==> src/core/asp_pkg.sv <==
// package for the adc sample frame packetizer
// assumes a single pclk domain, apb register access, 16-bit samples
// ==========================================================
// Behaviour
// a sample is taken only in a cycle where input valid is high
// frames of 4096 samples, last flag with the final sample
// frame length from software coalesce count, default 8192 bytes
// the dma uses the last flag to close each transfer
// frame completion raises the fabric-to-processor interrupt line
// the adc wrapper buffers samples in a fifo read by this block
// processor sets continuous sampling at 961.54 ksps first
// processor programs dma destination and length before data flows
// adc configured: sequencer mode, channel select, then clock divisor
// dma runs in simple direct-register mode, no scatter-gather
// hold sample and count while ready low; restart count after last
// reset clears counter, loads default count, output valid low
package asp_pkg;
  // ========================================================
  // widths
  localparam int SAMPLE_W = 16;
  localparam int CNT_W    = 16;
  localparam int NUM_EVT  = 2;

  // ========================================================
  // register offsets
  localparam logic [7:0] OFF_CTRL     = 8'h00;
  localparam logic [7:0] OFF_COALESCE = 8'h04;
  localparam logic [7:0] OFF_STATUS   = 8'h08;
  localparam logic [7:0] OFF_MASK     = 8'h0C;
  localparam logic [7:0] OFF_COUNT    = 8'h10;
  localparam logic [7:0] OFF_FRAMES   = 8'h14;

  // ========================================================
  // fields and reset values
  localparam int          CTRL_EN_BIT   = 0;
  localparam int          EVT_DONE_BIT  = 0;
  localparam int          EVT_START_BIT = 1;
  localparam int          SAMPLE_SHIFT  = 1;
  localparam logic [CNT_W-1:0] COALESCE_RST = 16'h2000;
  localparam logic [CNT_W-1:0] FRAME_SAMPLES = 16'h1000;
  localparam logic [CNT_W-1:0] CNT_ZERO     = 16'h0000;
  localparam logic [CNT_W-1:0] CNT_ONE      = 16'h0001;
  localparam logic        CTRL_EN_RST   = 1'b1;
  localparam logic [NUM_EVT-1:0] MASK_RST = 2'h1;
  localparam logic [31:0] WORD_ZERO     = 32'h0000_0000;
  localparam logic [31:0] FRAMES_ONE    = 32'h0000_0001;

  // ========================================================
  // register select codes
  typedef enum logic [2:0] {
    ASP_SEL_CTRL,
    ASP_SEL_COALESCE,
    ASP_SEL_STATUS,
    ASP_SEL_MASK,
    ASP_SEL_COUNT,
    ASP_SEL_FRAMES,
    ASP_SEL_NONE
  } asp_sel_t;

  // one stream beat
  typedef struct packed {
    logic [SAMPLE_W-1:0] data;
    logic                last;
  } asp_beat_t;
endpackage

==> src/core/asp_packetizer.sv <==
// adc sample frame packetizer: sample fifo stream in, dma stream out
// assumes samples and apb synchronous to pclk; downstream honours tlast
//
// The address map and the APB slave port are this design's own decisions.
`timescale 1ns/1ps
module asp_packetizer (
  input  wire logic                          pclk,
  input  wire logic                          presetn,
  input  wire logic                          psel,
  input  wire logic                          penable,
  input  wire logic                          pwrite,
  input  wire logic [7:0]                    paddr,
  input  wire logic [31:0]                   pwdata,
  output logic                               pready,
  output logic [31:0]                        prdata,
  output logic                               pslverr,
  input  wire logic                          s_tvalid,
  input  wire logic [asp_pkg::SAMPLE_W-1:0]  s_tdata,
  output logic                               s_tready,
  output logic                               m_tvalid,
  output logic [asp_pkg::SAMPLE_W-1:0]       m_tdata,
  output logic                               m_tlast,
  input  wire logic                          m_tready,
  output logic                               fabric_to_processor_irq
);

  // ========================================================
  // address decode
  function automatic asp_pkg::asp_sel_t dec(input logic [7:0] a);
    case (a)
      asp_pkg::OFF_CTRL:     dec = asp_pkg::ASP_SEL_CTRL;
      asp_pkg::OFF_COALESCE: dec = asp_pkg::ASP_SEL_COALESCE;
      asp_pkg::OFF_STATUS:   dec = asp_pkg::ASP_SEL_STATUS;
      asp_pkg::OFF_MASK:     dec = asp_pkg::ASP_SEL_MASK;
      asp_pkg::OFF_COUNT:    dec = asp_pkg::ASP_SEL_COUNT;
      asp_pkg::OFF_FRAMES:   dec = asp_pkg::ASP_SEL_FRAMES;
      default:               dec = asp_pkg::ASP_SEL_NONE;
    endcase
  endfunction

  // ========================================================
  // state
  logic                              en_r, en_nxt;
  logic [asp_pkg::CNT_W-1:0]         coal_r, coal_nxt;
  logic [asp_pkg::NUM_EVT-1:0]       stat_r, stat_nxt;
  logic [asp_pkg::NUM_EVT-1:0]       mask_r, mask_nxt;
  logic [asp_pkg::CNT_W-1:0]         cnt_r, cnt_nxt;
  logic [31:0]                       frames_r, frames_nxt;
  asp_pkg::asp_beat_t                beat_r, beat_nxt;
  logic                              mval_r, mval_nxt;
  logic                              sready_r, sready_nxt;
  logic                              irq_r, irq_nxt;
  logic                              pready_r, pready_nxt;
  logic                              pslverr_r, pslverr_nxt;
  logic [31:0]                       prdata_r, prdata_nxt;

  logic                              take;
  logic                              sent;
  logic                              wr_go;
  logic [asp_pkg::CNT_W-1:0]         frame_len;
  logic [asp_pkg::CNT_W-1:0]         last_idx;
  logic                              frame_done;
  logic                              frame_start;
  logic [asp_pkg::NUM_EVT-1:0]       evt;
  logic [asp_pkg::NUM_EVT-1:0]       w1c;
  asp_pkg::asp_sel_t                 rsel;
  asp_pkg::asp_sel_t                 wsel;

  // ========================================================
  // stream handshakes
  always_comb begin
    take = s_tvalid && sready_r;
    sent = mval_r && m_tready;
  end

  // ========================================================
  // apb decode
  always_comb begin
    wr_go = psel && penable && pready_r && pwrite;
    rsel  = dec(paddr);
    wsel  = dec(paddr);
  end

  // ========================================================
  // frame length
  always_comb begin
    // coalesce count is in bytes, two bytes per sample
    frame_len = coal_r >> asp_pkg::SAMPLE_SHIFT;
    if (frame_len == asp_pkg::CNT_ZERO) begin
      frame_len = asp_pkg::CNT_ONE;
    end
    last_idx = frame_len - asp_pkg::CNT_ONE;
  end

  // ========================================================
  // framing next values
  always_comb begin
    beat_nxt   = beat_r;
    mval_nxt   = mval_r;
    cnt_nxt    = cnt_r;
    frames_nxt = frames_r;
    if (sent) begin
      mval_nxt = 1'b0;
      if (beat_r.last) begin
        cnt_nxt    = asp_pkg::CNT_ZERO;
        frames_nxt = frames_r + asp_pkg::FRAMES_ONE;
      end
    end
    if (take) begin
      beat_nxt.data = s_tdata;
      // last flag on the final sample; a shrunk count ends early
      beat_nxt.last = (cnt_r >= last_idx);
      mval_nxt      = 1'b1;
      if (beat_nxt.last) begin
        cnt_nxt = cnt_r;
      end else begin
        cnt_nxt = cnt_r + asp_pkg::CNT_ONE;
      end
    end
  end

  // ========================================================
  // framing registers
  always_ff @(posedge pclk or negedge presetn) begin
    if (!presetn) begin
      cnt_r    <= asp_pkg::CNT_ZERO;
      frames_r <= asp_pkg::WORD_ZERO;
      beat_r   <= '0;
      mval_r   <= 1'b0;
    end else begin
      cnt_r    <= cnt_nxt;
      frames_r <= frames_nxt;
      beat_r   <= beat_nxt;
      mval_r   <= mval_nxt;
    end
  end

  // ========================================================
  // frame events
  always_comb begin
    frame_done  = sent && beat_r.last;
    frame_start = take && (cnt_r == asp_pkg::CNT_ZERO);
    evt         = '0;
    evt[asp_pkg::EVT_DONE_BIT]  = frame_done;
    evt[asp_pkg::EVT_START_BIT] = frame_start;
  end

  // ========================================================
  // input slot
  always_comb begin
    // slot free next cycle only if it empties and nothing new lands
    sready_nxt = en_nxt && !mval_nxt;
  end

  // ========================================================
  // input slot register
  always_ff @(posedge pclk or negedge presetn) begin
    if (!presetn) begin
      sready_r <= 1'b0;
    end else begin
      sready_r <= sready_nxt;
    end
  end

  // ========================================================
  // register file next values
  always_comb begin
    en_nxt   = en_r;
    coal_nxt = coal_r;
    mask_nxt = mask_r;
    w1c      = '0;
    if (wr_go) begin
      case (wsel)
        asp_pkg::ASP_SEL_CTRL:     en_nxt = pwdata[asp_pkg::CTRL_EN_BIT];
        asp_pkg::ASP_SEL_COALESCE: coal_nxt = pwdata[asp_pkg::CNT_W-1:0];
        asp_pkg::ASP_SEL_STATUS:   w1c = pwdata[asp_pkg::NUM_EVT-1:0];
        asp_pkg::ASP_SEL_MASK:     mask_nxt = pwdata[asp_pkg::NUM_EVT-1:0];
        default:                   en_nxt = en_r;
      endcase
    end
  end

  // ========================================================
  // control registers
  always_ff @(posedge pclk or negedge presetn) begin
    if (!presetn) begin
      en_r   <= asp_pkg::CTRL_EN_RST;
      coal_r <= asp_pkg::COALESCE_RST;
      mask_r <= asp_pkg::MASK_RST;
    end else begin
      en_r   <= en_nxt;
      coal_r <= coal_nxt;
      mask_r <= mask_nxt;
    end
  end

  // ========================================================
  // sticky status, set beats clear
  for (genvar i = 0; i < asp_pkg::NUM_EVT; i++) begin : g_stat
    always_comb begin
      stat_nxt[i] = stat_r[i];
      if (w1c[i]) begin
        stat_nxt[i] = 1'b0;
      end
      if (evt[i]) begin
        stat_nxt[i] = 1'b1;
      end
    end
  end

  // ========================================================
  // status registers
  always_ff @(posedge pclk or negedge presetn) begin
    if (!presetn) begin
      stat_r <= '0;
    end else begin
      stat_r <= stat_nxt;
    end
  end

  // ========================================================
  // interrupt line
  always_comb begin
    irq_nxt = |(stat_nxt & mask_nxt);
  end

  // ========================================================
  // interrupt register
  always_ff @(posedge pclk or negedge presetn) begin
    if (!presetn) begin
      irq_r <= 1'b0;
    end else begin
      irq_r <= irq_nxt;
    end
  end

  // ========================================================
  // apb answer, zero wait states
  always_comb begin
    pready_nxt  = psel && !penable;
    pslverr_nxt = 1'b0;
    prdata_nxt  = asp_pkg::WORD_ZERO;
    if (psel && !penable) begin
      case (rsel)
        asp_pkg::ASP_SEL_CTRL: begin
          prdata_nxt[asp_pkg::CTRL_EN_BIT] = en_r;
        end
        asp_pkg::ASP_SEL_COALESCE: begin
          prdata_nxt[asp_pkg::CNT_W-1:0] = coal_r;
        end
        asp_pkg::ASP_SEL_STATUS: begin
          prdata_nxt[asp_pkg::NUM_EVT-1:0] = stat_r;
        end
        asp_pkg::ASP_SEL_MASK: begin
          prdata_nxt[asp_pkg::NUM_EVT-1:0] = mask_r;
        end
        asp_pkg::ASP_SEL_COUNT: begin
          prdata_nxt[asp_pkg::CNT_W-1:0] = cnt_r;
        end
        asp_pkg::ASP_SEL_FRAMES: begin
          prdata_nxt = frames_r;
        end
        default: begin
          pslverr_nxt = 1'b1;
        end
      endcase
    end
  end

  // ========================================================
  // apb answer registers
  always_ff @(posedge pclk or negedge presetn) begin
    if (!presetn) begin
      pready_r  <= 1'b0;
      pslverr_r <= 1'b0;
      prdata_r  <= asp_pkg::WORD_ZERO;
    end else begin
      pready_r  <= pready_nxt;
      pslverr_r <= pslverr_nxt;
      prdata_r  <= prdata_nxt;
    end
  end

  // ========================================================
  // apb outputs
  always_comb begin
    pready  = pready_r;
    pslverr = pslverr_r;
    prdata  = prdata_r;
  end

  // ========================================================
  // stream outputs
  always_comb begin
    s_tready = sready_r;
    m_tvalid = mval_r;
    m_tdata  = beat_r.data;
    m_tlast  = beat_r.last;
  end

  // ========================================================
  // interrupt output
  always_comb begin
    fabric_to_processor_irq = irq_r;
  end

endmodule

==> config.mk <==
export PLATFORM = sky130hd
export DESIGN_NAME = asp_packetizer
export DESIGN_NICKNAME = d
export VERILOG_FILES = /design/src/core/asp_pkg.sv /design/src/core/asp_packetizer.sv
export SDC_FILE = /design/constraint.sdc
export NUM_CORES = 1
export LEC_CHECK = 0
export ABC_CLOCK_PERIOD_IN_PS = 3960
export BUFFER_PORTS_ARGS = -buffer_cell sky130_fd_sc_hd__buf_4
export CELL_PAD_IN_SITES_DETAIL_PLACEMENT = 0
export CELL_PAD_IN_SITES_GLOBAL_PLACEMENT = 1
export CORE_AREA = 5 5 129 131
export CTS_BUF_LIST = sky130_fd_sc_hd__clkbuf_8
export DETAILED_ROUTE_END_ITERATION = 16
export DIE_AREA = 0 0 134 136
export PLACE_DENSITY = 0.85
export SETUP_SLACK_MARGIN = 0.1
export SKIP_CTS_REPAIR_TIMING = 1
export SLEW_MARGIN = 20
export SYNTH_ARGS = -nofsm -noshare
export SYNTH_HDL_FRONTEND = slang
export SYNTH_SLANG_ARGS = --single-unit
==> constraint.sdc <==
create_clock -name pclk -period 3.96 [get_ports pclk]
set_clock_uncertainty 0.15 [all_clocks]
set_input_delay 0.396 -clock pclk [delete_from_list [all_inputs] [get_ports pclk]]
set_output_delay 0.396 -clock pclk [all_outputs]
set_load 0.01 [all_outputs]
==> results of run 1 <==
[power by group through the flow]
| stage | Clock [mW] | Sequential (mW) | Combinational, mW |
|---|---|---|---|
| after detailed placement | 0 | 1.35 | 0.247 |
| final | 1.11 | 1.33 | 0.274 |
| after CTS | 1.14 | 1.33 | 0.248 |
| after global placement | 0 | 1.35 | 0.239 |
| after floorplan | 0 | 1.35 | 0.0988 |
| after global routing | 1.19 | 1.34 | 0.308 |
[per-layer routing]
metal	share of wire, %	up-vias	track usage, %
met5	0	-	0
met1	43	2386	20.5
li1	-	2344	-
met3	4.8	15	3.81
met4	1.7	0	6.00
met2	51	118	27.0
[logic make-up after synthesis]
family / share of synthesized area [%]
DFF: 51.1
AOI/OAI and AO/OA: 10.3
and+or+nand+nor: 20.6
xor gates and xnor gates: 6.39
buffers and inverters: 2.88
other: 0.0622
adders and majority gates: 4.57
muxes: 4.09
[area by class of cell]
class	instances	area share, %
flip-flops and latches	123	39.0
multi-input cells	411	36.9
clock inverters	15	2.09
well taps	192	3.04
repair buffers	151	15.2
clock buffers	17	2.96
inverters	18	0.855
[through the flow]
stage               hold WS [ns]  total power, mW  setup TNS [ns]
floorplan                -0.0496             1.45               0
global placement           0.106             1.59           -1.25
detailed placement         0.113             1.60           -2.11
CTS                       -0.376             2.72           -2.58
global route            0.000754             2.84           -5.01
finish                  -0.00566             2.71           -2.32
[registers in the layout, summed over array words and instances, names as in the netlist, 2 cells and up]
| name | flops |
|---|---|
| frames_r | 32 |
| prdata | 32 |
| m_tdata | 16 |
| coal_r | 16 |
| mask_r | 2 |
| stat_r | 2 |
| cnt_r | 16 |
[Yosys cell counts, types with 4 or more instances]
library cell	number	area share (%)
dfrtp_1	120	50
nand2_1	89	5.5
xnor2_1	37	5.4
and3_1	29	3.0
nor2_1	28	1.7
nand3_1	25	2.1
ha_1	22	4.6
mux2_1	21	3.9
inv_1	18	1.1
a21oi_1	12	1.0
nand4_1	12	1.2
nor3_1	12	1.0
clkbuf_1	11	0.68
nor4_1	11	1.1
a22oi_1	10	1.2
nand2b_1	8	0.83
o21ai_1	7	0.58
xor2_1	7	1.0
a222oi_1	6	1.0
and4_1	5	0.73
o21ai_0	5	0.41
or3_1	5	0.52
a211o_1	4	0.58
a21oi_2	4	0.58
a22o_1	4	0.58
buf_2	4	0.33
[critical path: stages (launching register included)]
cell and delay [ns]:
dfrtp_1 0.38, or4_4 0.53, or3_4 0.36, nor4_4 0.33, nor2_2 0.10, ha_2 0.22, nand2b_4 0.08, nand2b_4 0.14
nor3_1 0.06, xnor2_1 0.18, ha_1 0.27, nand4_1 0.15, o211ai_1 0.12, nor3_2 0.14, buf_4 0.16, o21ai_4 0.08
buf_6 0.14, or4_4 0.48, o221ai_2 0.08
[layout by cell type, fill, tap and decap left out, types with 4 or more instances in the layout]
cell / netlist / layout
a211o_1: 4 / 4
a21oi_1: 12 / 11
a21oi_2: 4 / 5
a222oi_1: 6 / 6
a22o_1: 4 / 4
a22oi_1: 10 / 10
and3_1: 29 / 29
and4_1: 5 / 5
buf_4: 0 / 134
clkbuf_8: 0 / 17
clkinv_4: 0 / 4
dfrtp_1: 120 / 120
dlygate4sd3_1: 0 / 13
ha_1: 22 / 21
inv_1: 18 / 19
inv_6: 0 / 4
mux2_1: 21 / 21
nand2_1: 89 / 89
nand2b_1: 8 / 6
nand3_1: 25 / 24
nand4_1: 12 / 12
nor2_1: 28 / 26
nor3_1: 12 / 9
nor3_2: 2 / 5
nor4_1: 11 / 10
o21ai_0: 5 / 4
o21ai_1: 7 / 6
or3_1: 5 / 4
xnor2_1: 37 / 37
xor2_1: 7 / 7
[final timing paths]
check / start / endpoint / slack [ns] / cells after the start
worst min register to register: m_tdata[11] / m_tdata[11] / 0.33 / 2
min in group asynchronous: presetn / frames_r[25] / 0.19 / 2
max in group asynchronous: presetn / cnt_r[15] / 2.61 / 3
worst min-delay path: s_tdata[11] / m_tdata[11] / -0.006 / 3
worst max register to register: coal_r[11] / cnt_r[9] / -0.27 / 18
worst max-delay path: coal_r[11] / cnt_r[9] / -0.27 / 18
==> flow_summary_export.csv, run 1 <==
group,metric,value,unit
placed_design,port_buffers,100,
logic_synthesis,async_flop_share,100,%
pwr,p_int,2.00,mW
timing,min_period,4.23,ns
timing,slew_viol_final,0,
pwr,powerDensity,344,nW/um2
critical_path,end_kind,"register",
logic_synthesis,syn_area,6030,um2
clock_tree,cts_tree,"yes",
timing,worst_slack,-0.266,ns
logic_synthesis,synth_fp_nets,658,
pwr,seq_power_share,49.0,%
layout,fill_cells,1366,
layout,diodes,0,
placed_design,place_congestion,0.897,
clock_tree,cts_root_buf,"clkbuf_8",
placed_design,dp_cells,877,
floorplanning,io_pins,117,
timing,slew_headroom,48.3,%
floorplanning,die_h,136,um
logic_synthesis,yosys_warnings,0,
clock_tree,cts.clk_slew.worst_paths,0.08,ns
clock_tree,cts_made_buffers,17,
pwr,swShare,26.5,%
clock_tree,clk_latency,0.44,ns
logic_synthesis,synth_edf_count,0,
pwr,pwr-share-clk,40.9,%
critical_path,cp-start-kind,"register",
worst_hold_path,hp-class,"in2reg",
global_routing,antenna_found_initial,0,
pwr,p_sw,0.718,mW
timing,max_freq,237,MHz
global_routing,gr-total-overflow,0,
logic_synthesis,synth-seq-cells,123,
routing,drtAntennaViolNets,0,
critical_path,crit_arrival,4.43,ns
timing,setup_viol,14,
job,maxCapViolCount,0,
routing,drt_iter0_markers,441,
floorplanning,dieWidth,134,um
timing,holdWs,-0.00566,ns
placed_design,hpwl,10500,um
routing,routed_wl,14700,um
placed_design,placed_area,7230,um2
layout,nets,807,
routing,vias,4863,
floorplanning,core.rowCount,46,
pwr,leakagePower,3.88,nW
status,status,"finished with violations",
routing,drc_errors,0,
routing,vias_per_cell,5.25,
logic_synthesis,syn_inst,573,
logic_synthesis,synth.avg_cell_area,10.5,um2
global_routing,grt_pass1_wl,23800,um
clock_tree,cts.sinks,123,
timing,finalHoldViolations,1,
clock_tree,clock_path_buffers,2,
placed_design,dp_slack,-0.277,ns
global_routing,grt_pass1_vias,4884,
pwr,ir_drop,0.187,mV
critical_path,worstSetupPathType,"reg2reg",
timing,min_period_over_period,107,%
global_routing,grt_usage,16.2,%
floorplanning,dieArea,18200,um2
layout,final_util,51.0,%
routing,dr.pass1.iters,4,
layout,areaGrowthSynthToFinish,31.0,%
layout,final_cells,927,
logic_synthesis,ys_types,60,
layout,design_area,7900,um2
timing,worst_pin_slew,0.773,ns
logic_synthesis,synthFlopType,"dfrtp_1",
clock_tree,h-tree-depth,4,
status,violations,"hold timing, setup timing",
critical_path,crit_fanout,4,
logic_synthesis,yosysSeqAreaShare,51.1,%
timing,rsz0062_at_grt,"true",
layout,seq_area,3080,um2
layout,drive_above_1_share,28.6,%
floorplanning,start_util,38.9,%
critical_path,cp.required,4.17,ns
global_routing,grt_max_degree,110,
floorplanning,placeableCoreArea,15500,um2
pwr,combPwrFrac,10.1,%
routing,wl_per_cell,15.9,um
layout,multi_input_area,2910,um2
Power figures use the tool's default switching activity.
==> inputs of run 2 (changes only) <==
--- a/config.mk
+++ b/config.mk
@@ -9,11 +9,11 @@
 export BUFFER_PORTS_ARGS = -buffer_cell sky130_fd_sc_hd__buf_4
 export CELL_PAD_IN_SITES_DETAIL_PLACEMENT = 0
 export CELL_PAD_IN_SITES_GLOBAL_PLACEMENT = 1
-export CORE_AREA = 5 5 129 131
+export CORE_AREA = 5 5 93 182
 export CTS_BUF_LIST = sky130_fd_sc_hd__clkbuf_8
 export DETAILED_ROUTE_END_ITERATION = 16
-export DIE_AREA = 0 0 134 136
-export PLACE_DENSITY = 0.85
+export DIE_AREA = 0 0 98 187
+export PLACE_DENSITY = 0.82
 export SETUP_SLACK_MARGIN = 0.1
 export SKIP_CTS_REPAIR_TIMING = 1
 export SLEW_MARGIN = 20
==> flow_summary_export.csv, run 2 (synthesized netlist as in run 1, its figures left out) <==
group,metric,value,unit
layout,mostFrequentLayoutCells,"buf_4, dfrtp_1, nand2_1, xnor2_1, and3_1",
timing,worst_pin_slew,0.926,ns
global_routing,grt_usage,17.6,%
routing,vias_per_cell,5.35,
timing,rsz0062_at_grt,"true",
critical_path,cp.buffers_inverters,2,
critical_path,r2r_end,"cnt_r[5]",
clock_tree,clock_path_buffers,2,
critical_path,cp_top_family,"simple AND/OR/NAND/NOR gates",
floorplanning,start_util,39.4,%
critical_path,cp.required,4.14,ns
placed_design,place_congestion,0.891,
placed_design,placed_area,7260,um2
placed_design,port_buffers,100,
critical_path,cpPeakStageDelay,0.53,ns
critical_path,cp-start-kind,"register",
timing,slew_headroom,38.2,%
routing,vias,5048,
placed_design,hpwl,12100,um
timing,slew_viol_final,0,
critical_path,r2r_cells,18,
floorplanning,dieArea,18300,um2
critical_path,crit_arrival,4.55,ns
clock_tree,h-tree-depth,4,
pwr,p_int,1.94,mW
timing,setup_viol,17,
critical_path,crit_fanout,5,
global_routing,gr-total-overflow,0,
routing,dr.pass1.iters,5,
layout,areaGrowthSynthToFinish,32.2,%
pwr,ir_drop,0.186,mV
critical_path,reg2reg_from,"coal_r[11]",
timing,worst_slack,-0.410,ns
worst_hold_path,hp-class,"in2async",
floorplanning,placeableCoreArea,15300,um2
pwr,p_sw,0.746,mW
clock_tree,cts.clk_slew.worst_paths,0.08,ns
global_routing,grt_max_degree,76,
floorplanning,dieWidth,98,um
layout,diodes,0,
pwr,swShare,27.8,%
placed_design,dp_cells,890,
layout,design_area,7970,um2
routing,routed_wl,16500,um
floorplanning,io_pins,117,
layout,fill_cells,1369,
critical_path,rrSetupSlack,-0.41,ns
layout,drive_above_1_share,30.5,%
global_routing,antenna_found_initial,0,
status,status,"finished with violations",
clock_tree,cts_made_buffers,17,
routing,drtAntennaViolNets,0,
clock_tree,cts_tree,"yes",
floorplanning,die_h,187,um
critical_path,crit_path_top_delay_cell,"or4_4",
routing,drt_iter0_markers,274,
job,maxCapViolCount,0,
timing,min_period_over_period,110,%
floorplanning,core.rowCount,64,
timing,max_freq,229,MHz
pwr,p_total,2.68,mW
timing,final.setup.tns,-4.98,ns
layout,final_cells,943,
timing,holdWs,-0.0662,ns
critical_path,end_kind,"register",
global_routing,grt_pass1_vias,5294,
placed_design,dp_slack,-0.366,ns
pwr,pwr-share-clk,39.7,%
routing,wl_per_cell,17.5,um
pwr,powerDensity,336,nW/um2
pwr,seq_power_share,49.6,%
clock_tree,cts_root_buf,"clkbuf_8",
critical_path,cp_cell_sequence,"or4_4 > or3_4 > nor4_4 > nor2_2 > ha_2 > nand2b_4 > nand2b_4 > nor3_2 > xnor2_1 > ha_1 > nand4_1 > o211ai_1 > nor3_2 > buf_4 > o21ai_4 > buf_4 > o211a_1 > a211o_1",
status,violations,"hold timing, setup timing",
layout,nets,817,
timing,finalHoldViolations,73,
global_routing,grt_pass1_wl,25900,um
clock_tree,cts.sinks,123,
critical_path,worstSetupPathType,"reg2reg",
pwr,leakagePower,3.91,nW
pwr,combPwrFrac,10.7,%
timing,min_period,4.37,ns
clock_tree,clk_latency,0.44,ns
routing,drc_errors,0,
layout,final_common_cell,"buf_4",
==> run 2: changes by cell type in the layout (fill, tap and decap cells not counted), sizes merged <==
| cell | previous run | this run |
|---|---|---|
| buf | 138 | 149 |
| bufinv | 2 | 1 |
| inv | 24 | 22 |
| clkinv | 5 | 8 |
| dlygate4sd3 | 13 | 11 |
| o21ai | 14 | 15 |
==> run 2: per-layer routing <==
layer / part of all wire, % / up-vias / wire length [um] / global-route usage [%]
met5: 0 / - / 0 / 0
met4: 2.9 / 0 / 485 / 6.99
met3: 3.4 / 32 / 562 / 3.62
met2: 59 / 139 / 9680 / 34.2
met1: 35 / 2509 / 5720 / 17.6
li1: - / 2368 / - / -
==> run 2: worst max-delay path by stage <==
| stage | cells past startpoint | to | startpoint |
|---|---|---|---|
| 6_report | 18 | cnt_r[5] | coal_r[11] |
| 5_1_grt | 18 | cnt_r[7] | coal_r[11] |
| 4_1_cts | 17 | cnt_r[14] | coal_r[11] |
| 3_5_place_dp | 17 | cnt_r[14] | coal_r[11] |
| 3_3_place_gp | 17 | cnt_r[13] | coal_r[11] |
| 2_1_floorplan | 16 | cnt_r[14] | coal_r[11] |
==> run 2: metrics by stage <==
step | hold WS, ns | utilization, %
3_3_place_gp | 0.302 | 47.5
3_5_place_dp | 0.309 | 47.5
2_1_floorplan | -0.0496 | -
6_report | -0.0662 | 52.1
4_1_cts | -0.0404 | 49.9
5_1_grt | 0.00358 | 52.1
==> run 2: power groups by stage <==
stage          logic (mW)  clock network [mW]  registers [mW]
6_report            0.288                1.06            1.33
5_1_grt             0.316                1.14            1.33
4_1_cts             0.254                1.09            1.33
3_5_place_dp        0.253                   0            1.35
3_3_place_gp        0.245                   0            1.35
2_1_floorplan      0.0988                   0            1.35
==> run 2: area by class of cell <==
| class | count | area [um2] | share of cell area, % |
|---|---|---|---|
| Clock buffer | 17 | 234 | 2.93 |
| Clock inverter | 15 | 143 | 1.79 |
| Inverter | 18 | 67.6 | 0.847 |
| Multi-Input combinational cell | 412 | 2960 | 37.1 |
| Sequential cell | 123 | 3080 | 38.7 |
| Tap cell | 198 | 248 | 3.11 |
| Timing Repair Buffer | 160 | 1240 | 15.6 |
==> inputs of run 3 (changes only) <==
--- a/config.mk
+++ b/config.mk
@@ -13,7 +13,9 @@
 export CTS_BUF_LIST = sky130_fd_sc_hd__clkbuf_8
 export DETAILED_ROUTE_END_ITERATION = 16
 export DIE_AREA = 0 0 98 187
+export GPL_TIMING_DRIVEN = 0
 export PLACE_DENSITY = 0.82
+export REMOVE_ABC_BUFFERS = 1
 export SETUP_SLACK_MARGIN = 0.1
 export SKIP_CTS_REPAIR_TIMING = 1
 export SLEW_MARGIN = 20
==> flow_summary_export.csv, run 3 (synthesized netlist as in run 1, its figures left out) <==
group,metric,value,unit
status,status,"finished with violations",
status,violations,"hold timing, setup timing",
clock_tree,clock_path_buffers,2,
layout,final_common_cell,"buf_4",
timing,slew_headroom,30.9,%
critical_path,rrSetupSlack,-0.40,ns
critical_path,end_kind,"register",
layout,final_util,52.5,%
layout,areaGrowthSynthToFinish,33.1,%
floorplanning,placeableCoreArea,15300,um2
timing,worst_slack,-0.403,ns
critical_path,reg2reg_from,"coal_r[11]",
global_routing,grt_pass1_wl,24500,um
layout,drive_above_1_share,28.3,%
layout,nets,806,
critical_path,cp_num_cells,17,
pwr,p_int,2.01,mW
placed_design,port_buffers,100,
routing,drc_errors,0,
floorplanning,die_h,187,um
pwr,seq_power_share,48.7,%
routing,vias,4966,
timing,setup_viol,17,
critical_path,cp.buffers_inverters,1,
floorplanning,io_pins,117,
critical_path,crit_fanout,5,
pwr,p_total,2.73,mW
timing,min_period_over_period,110,%
pwr,ir_drop,0.272,mV
timing,worst_pin_slew,1.03,ns
global_routing,grt_usage,16.8,%
clock_tree,h-tree-depth,4,
global_routing,antenna_found_initial,0,
floorplanning,core.rowCount,64,
pwr,combPwrFrac,10.9,%
critical_path,r2r_end,"cnt_r[9]",
clock_tree,cts.sinks,123,
pwr,p_sw,0.718,mW
worst_hold_path,hp-class,"in2reg",
critical_path,r2r_cells,17,
critical_path,crit_path_top_delay_cell,"or4_4",
timing,min_period,4.36,ns
clock_tree,cts_made_buffers,17,
timing,holdWs,-0.00628,ns
critical_path,crit_arrival,4.57,ns
global_routing,gr-total-overflow,0,
critical_path,cp_top_family,"simple AND/OR/NAND/NOR gates",
timing,slew_viol_final,0,
timing,max_freq,229,MHz
critical_path,cp_cell_sequence,"or4_4 > or3_4 > nor4_4 > nor2_2 > ha_4 > nand2b_4 > nand2b_4 > nor3_1 > xnor2_1 > ha_1 > nand4_1 > o211ai_1 > nor3_4 > o21ai_4 > buf_6 > or4_4 > o221ai_2",
critical_path,crit_end,"cnt_r[9]",
pwr,swShare,26.3,%
timing,finalHoldViolations,1,
pwr,powerDensity,340,nW/um2
clock_tree,cts_root_buf,"clkbuf_8",
routing,drt_iter0_markers,212,
placed_design,hpwl,11000,um
pwr,pwr-share-clk,40.5,%
timing,rsz0062_at_grt,"true",
floorplanning,dieWidth,98,um
critical_path,cp.required,4.17,ns
routing,dr.pass1.iters,5,
placed_design,placed_area,6950,um2
layout,diodes,0,
routing,wl_per_cell,17.1,um
global_routing,grt_max_degree,85,
clock_tree,cts.clk_slew.worst_paths,0.07,ns
clock_tree,clk_latency,0.45,ns
floorplanning,dieArea,18300,um2
routing,drtAntennaViolNets,0,
clock_tree,cts_tree,"yes",
critical_path,crit_start,"coal_r[11]",
routing,routed_wl,15900,um
critical_path,cp-start-kind,"register",
critical_path,worstSetupPathType,"reg2reg",
layout,design_area,8030,um2
routing,vias_per_cell,5.33,
job,maxCapViolCount,0,
floorplanning,start_util,39.4,%
critical_path,cpPeakStageDelay,0.57,ns
placed_design,place_congestion,0.852,
pwr,leakagePower,3.88,nW
layout,mostFrequentLayoutCells,"buf_4, dfrtp_1, nand2_1, xnor2_1, and3_1",
global_routing,grt_pass1_vias,5020,
## run 3: worst min path at each step
stage / startpoint / endpoint / slack [ns] / cells after the start
2_1_floorplan: presetn / cnt_r[0] / -0.05 / 0
3_3_place_gp: frames_r[31] / frames_r[31] / 0.30 / 1
3_5_place_dp: presetn / prdata[21] / 0.18 / 1
4_1_cts: presetn / prdata[21] / -0.31 / 1
5_1_grt: s_tdata[9] / m_tdata[9] / 0.005 / 3
6_report: s_tdata[9] / m_tdata[9] / -0.006 / 3
## run 3: through the flow
| step | setup slack, ns | std cells | TNS (ns) |
|---|---|---|---|
| floorplan | -0.420 | 552 | -3.96 |
| global placement | -1.33 | 850 | -19.23 |
| detailed placement | -1.44 | 851 | -21.33 |
| CTS | -1.46 | 883 | -21.84 |
| global route | -0.529 | 932 | -6.14 |
| finish | -0.403 | 932 | -4.14 |
## run 3: layer usage
metal,track usage [%],up-vias,part of all wire (%),wire [um]
li1,-,2345,-,-
met1,16.3,2427,34,5490
met2,32.5,158,58,9210
met3,4.44,36,4.8,772
met4,6.83,0,2.9,461
met5,0,-,0,0
## run 3: final cells by class
type	instances	area, um2
fill	1323	7270
sequential	123	3080
multi-input combinational	412	3000
timing repair buffer	149	1230
clock buffer	18	248
tap	198	248
clock inverter	14	146
inverter	18	67.6
## run 3: power by group through the flow
| stage | sequential, mW | combinational, mW | clock, mW |
|---|---|---|---|
| floorplan | 1.35 | 0.0944 | 0 |
| global placement | 1.35 | 0.226 | 0 |
| detailed placement | 1.35 | 0.238 | 0 |
| CTS | 1.33 | 0.239 | 1.13 |
| global route | 1.34 | 0.326 | 1.19 |
| finish | 1.33 | 0.296 | 1.11 |
## run 3: tightest hold or removal path: stages
cell     delay [ns]
buf_4          0.08
nand2_1        0.04
nand2_1        0.05
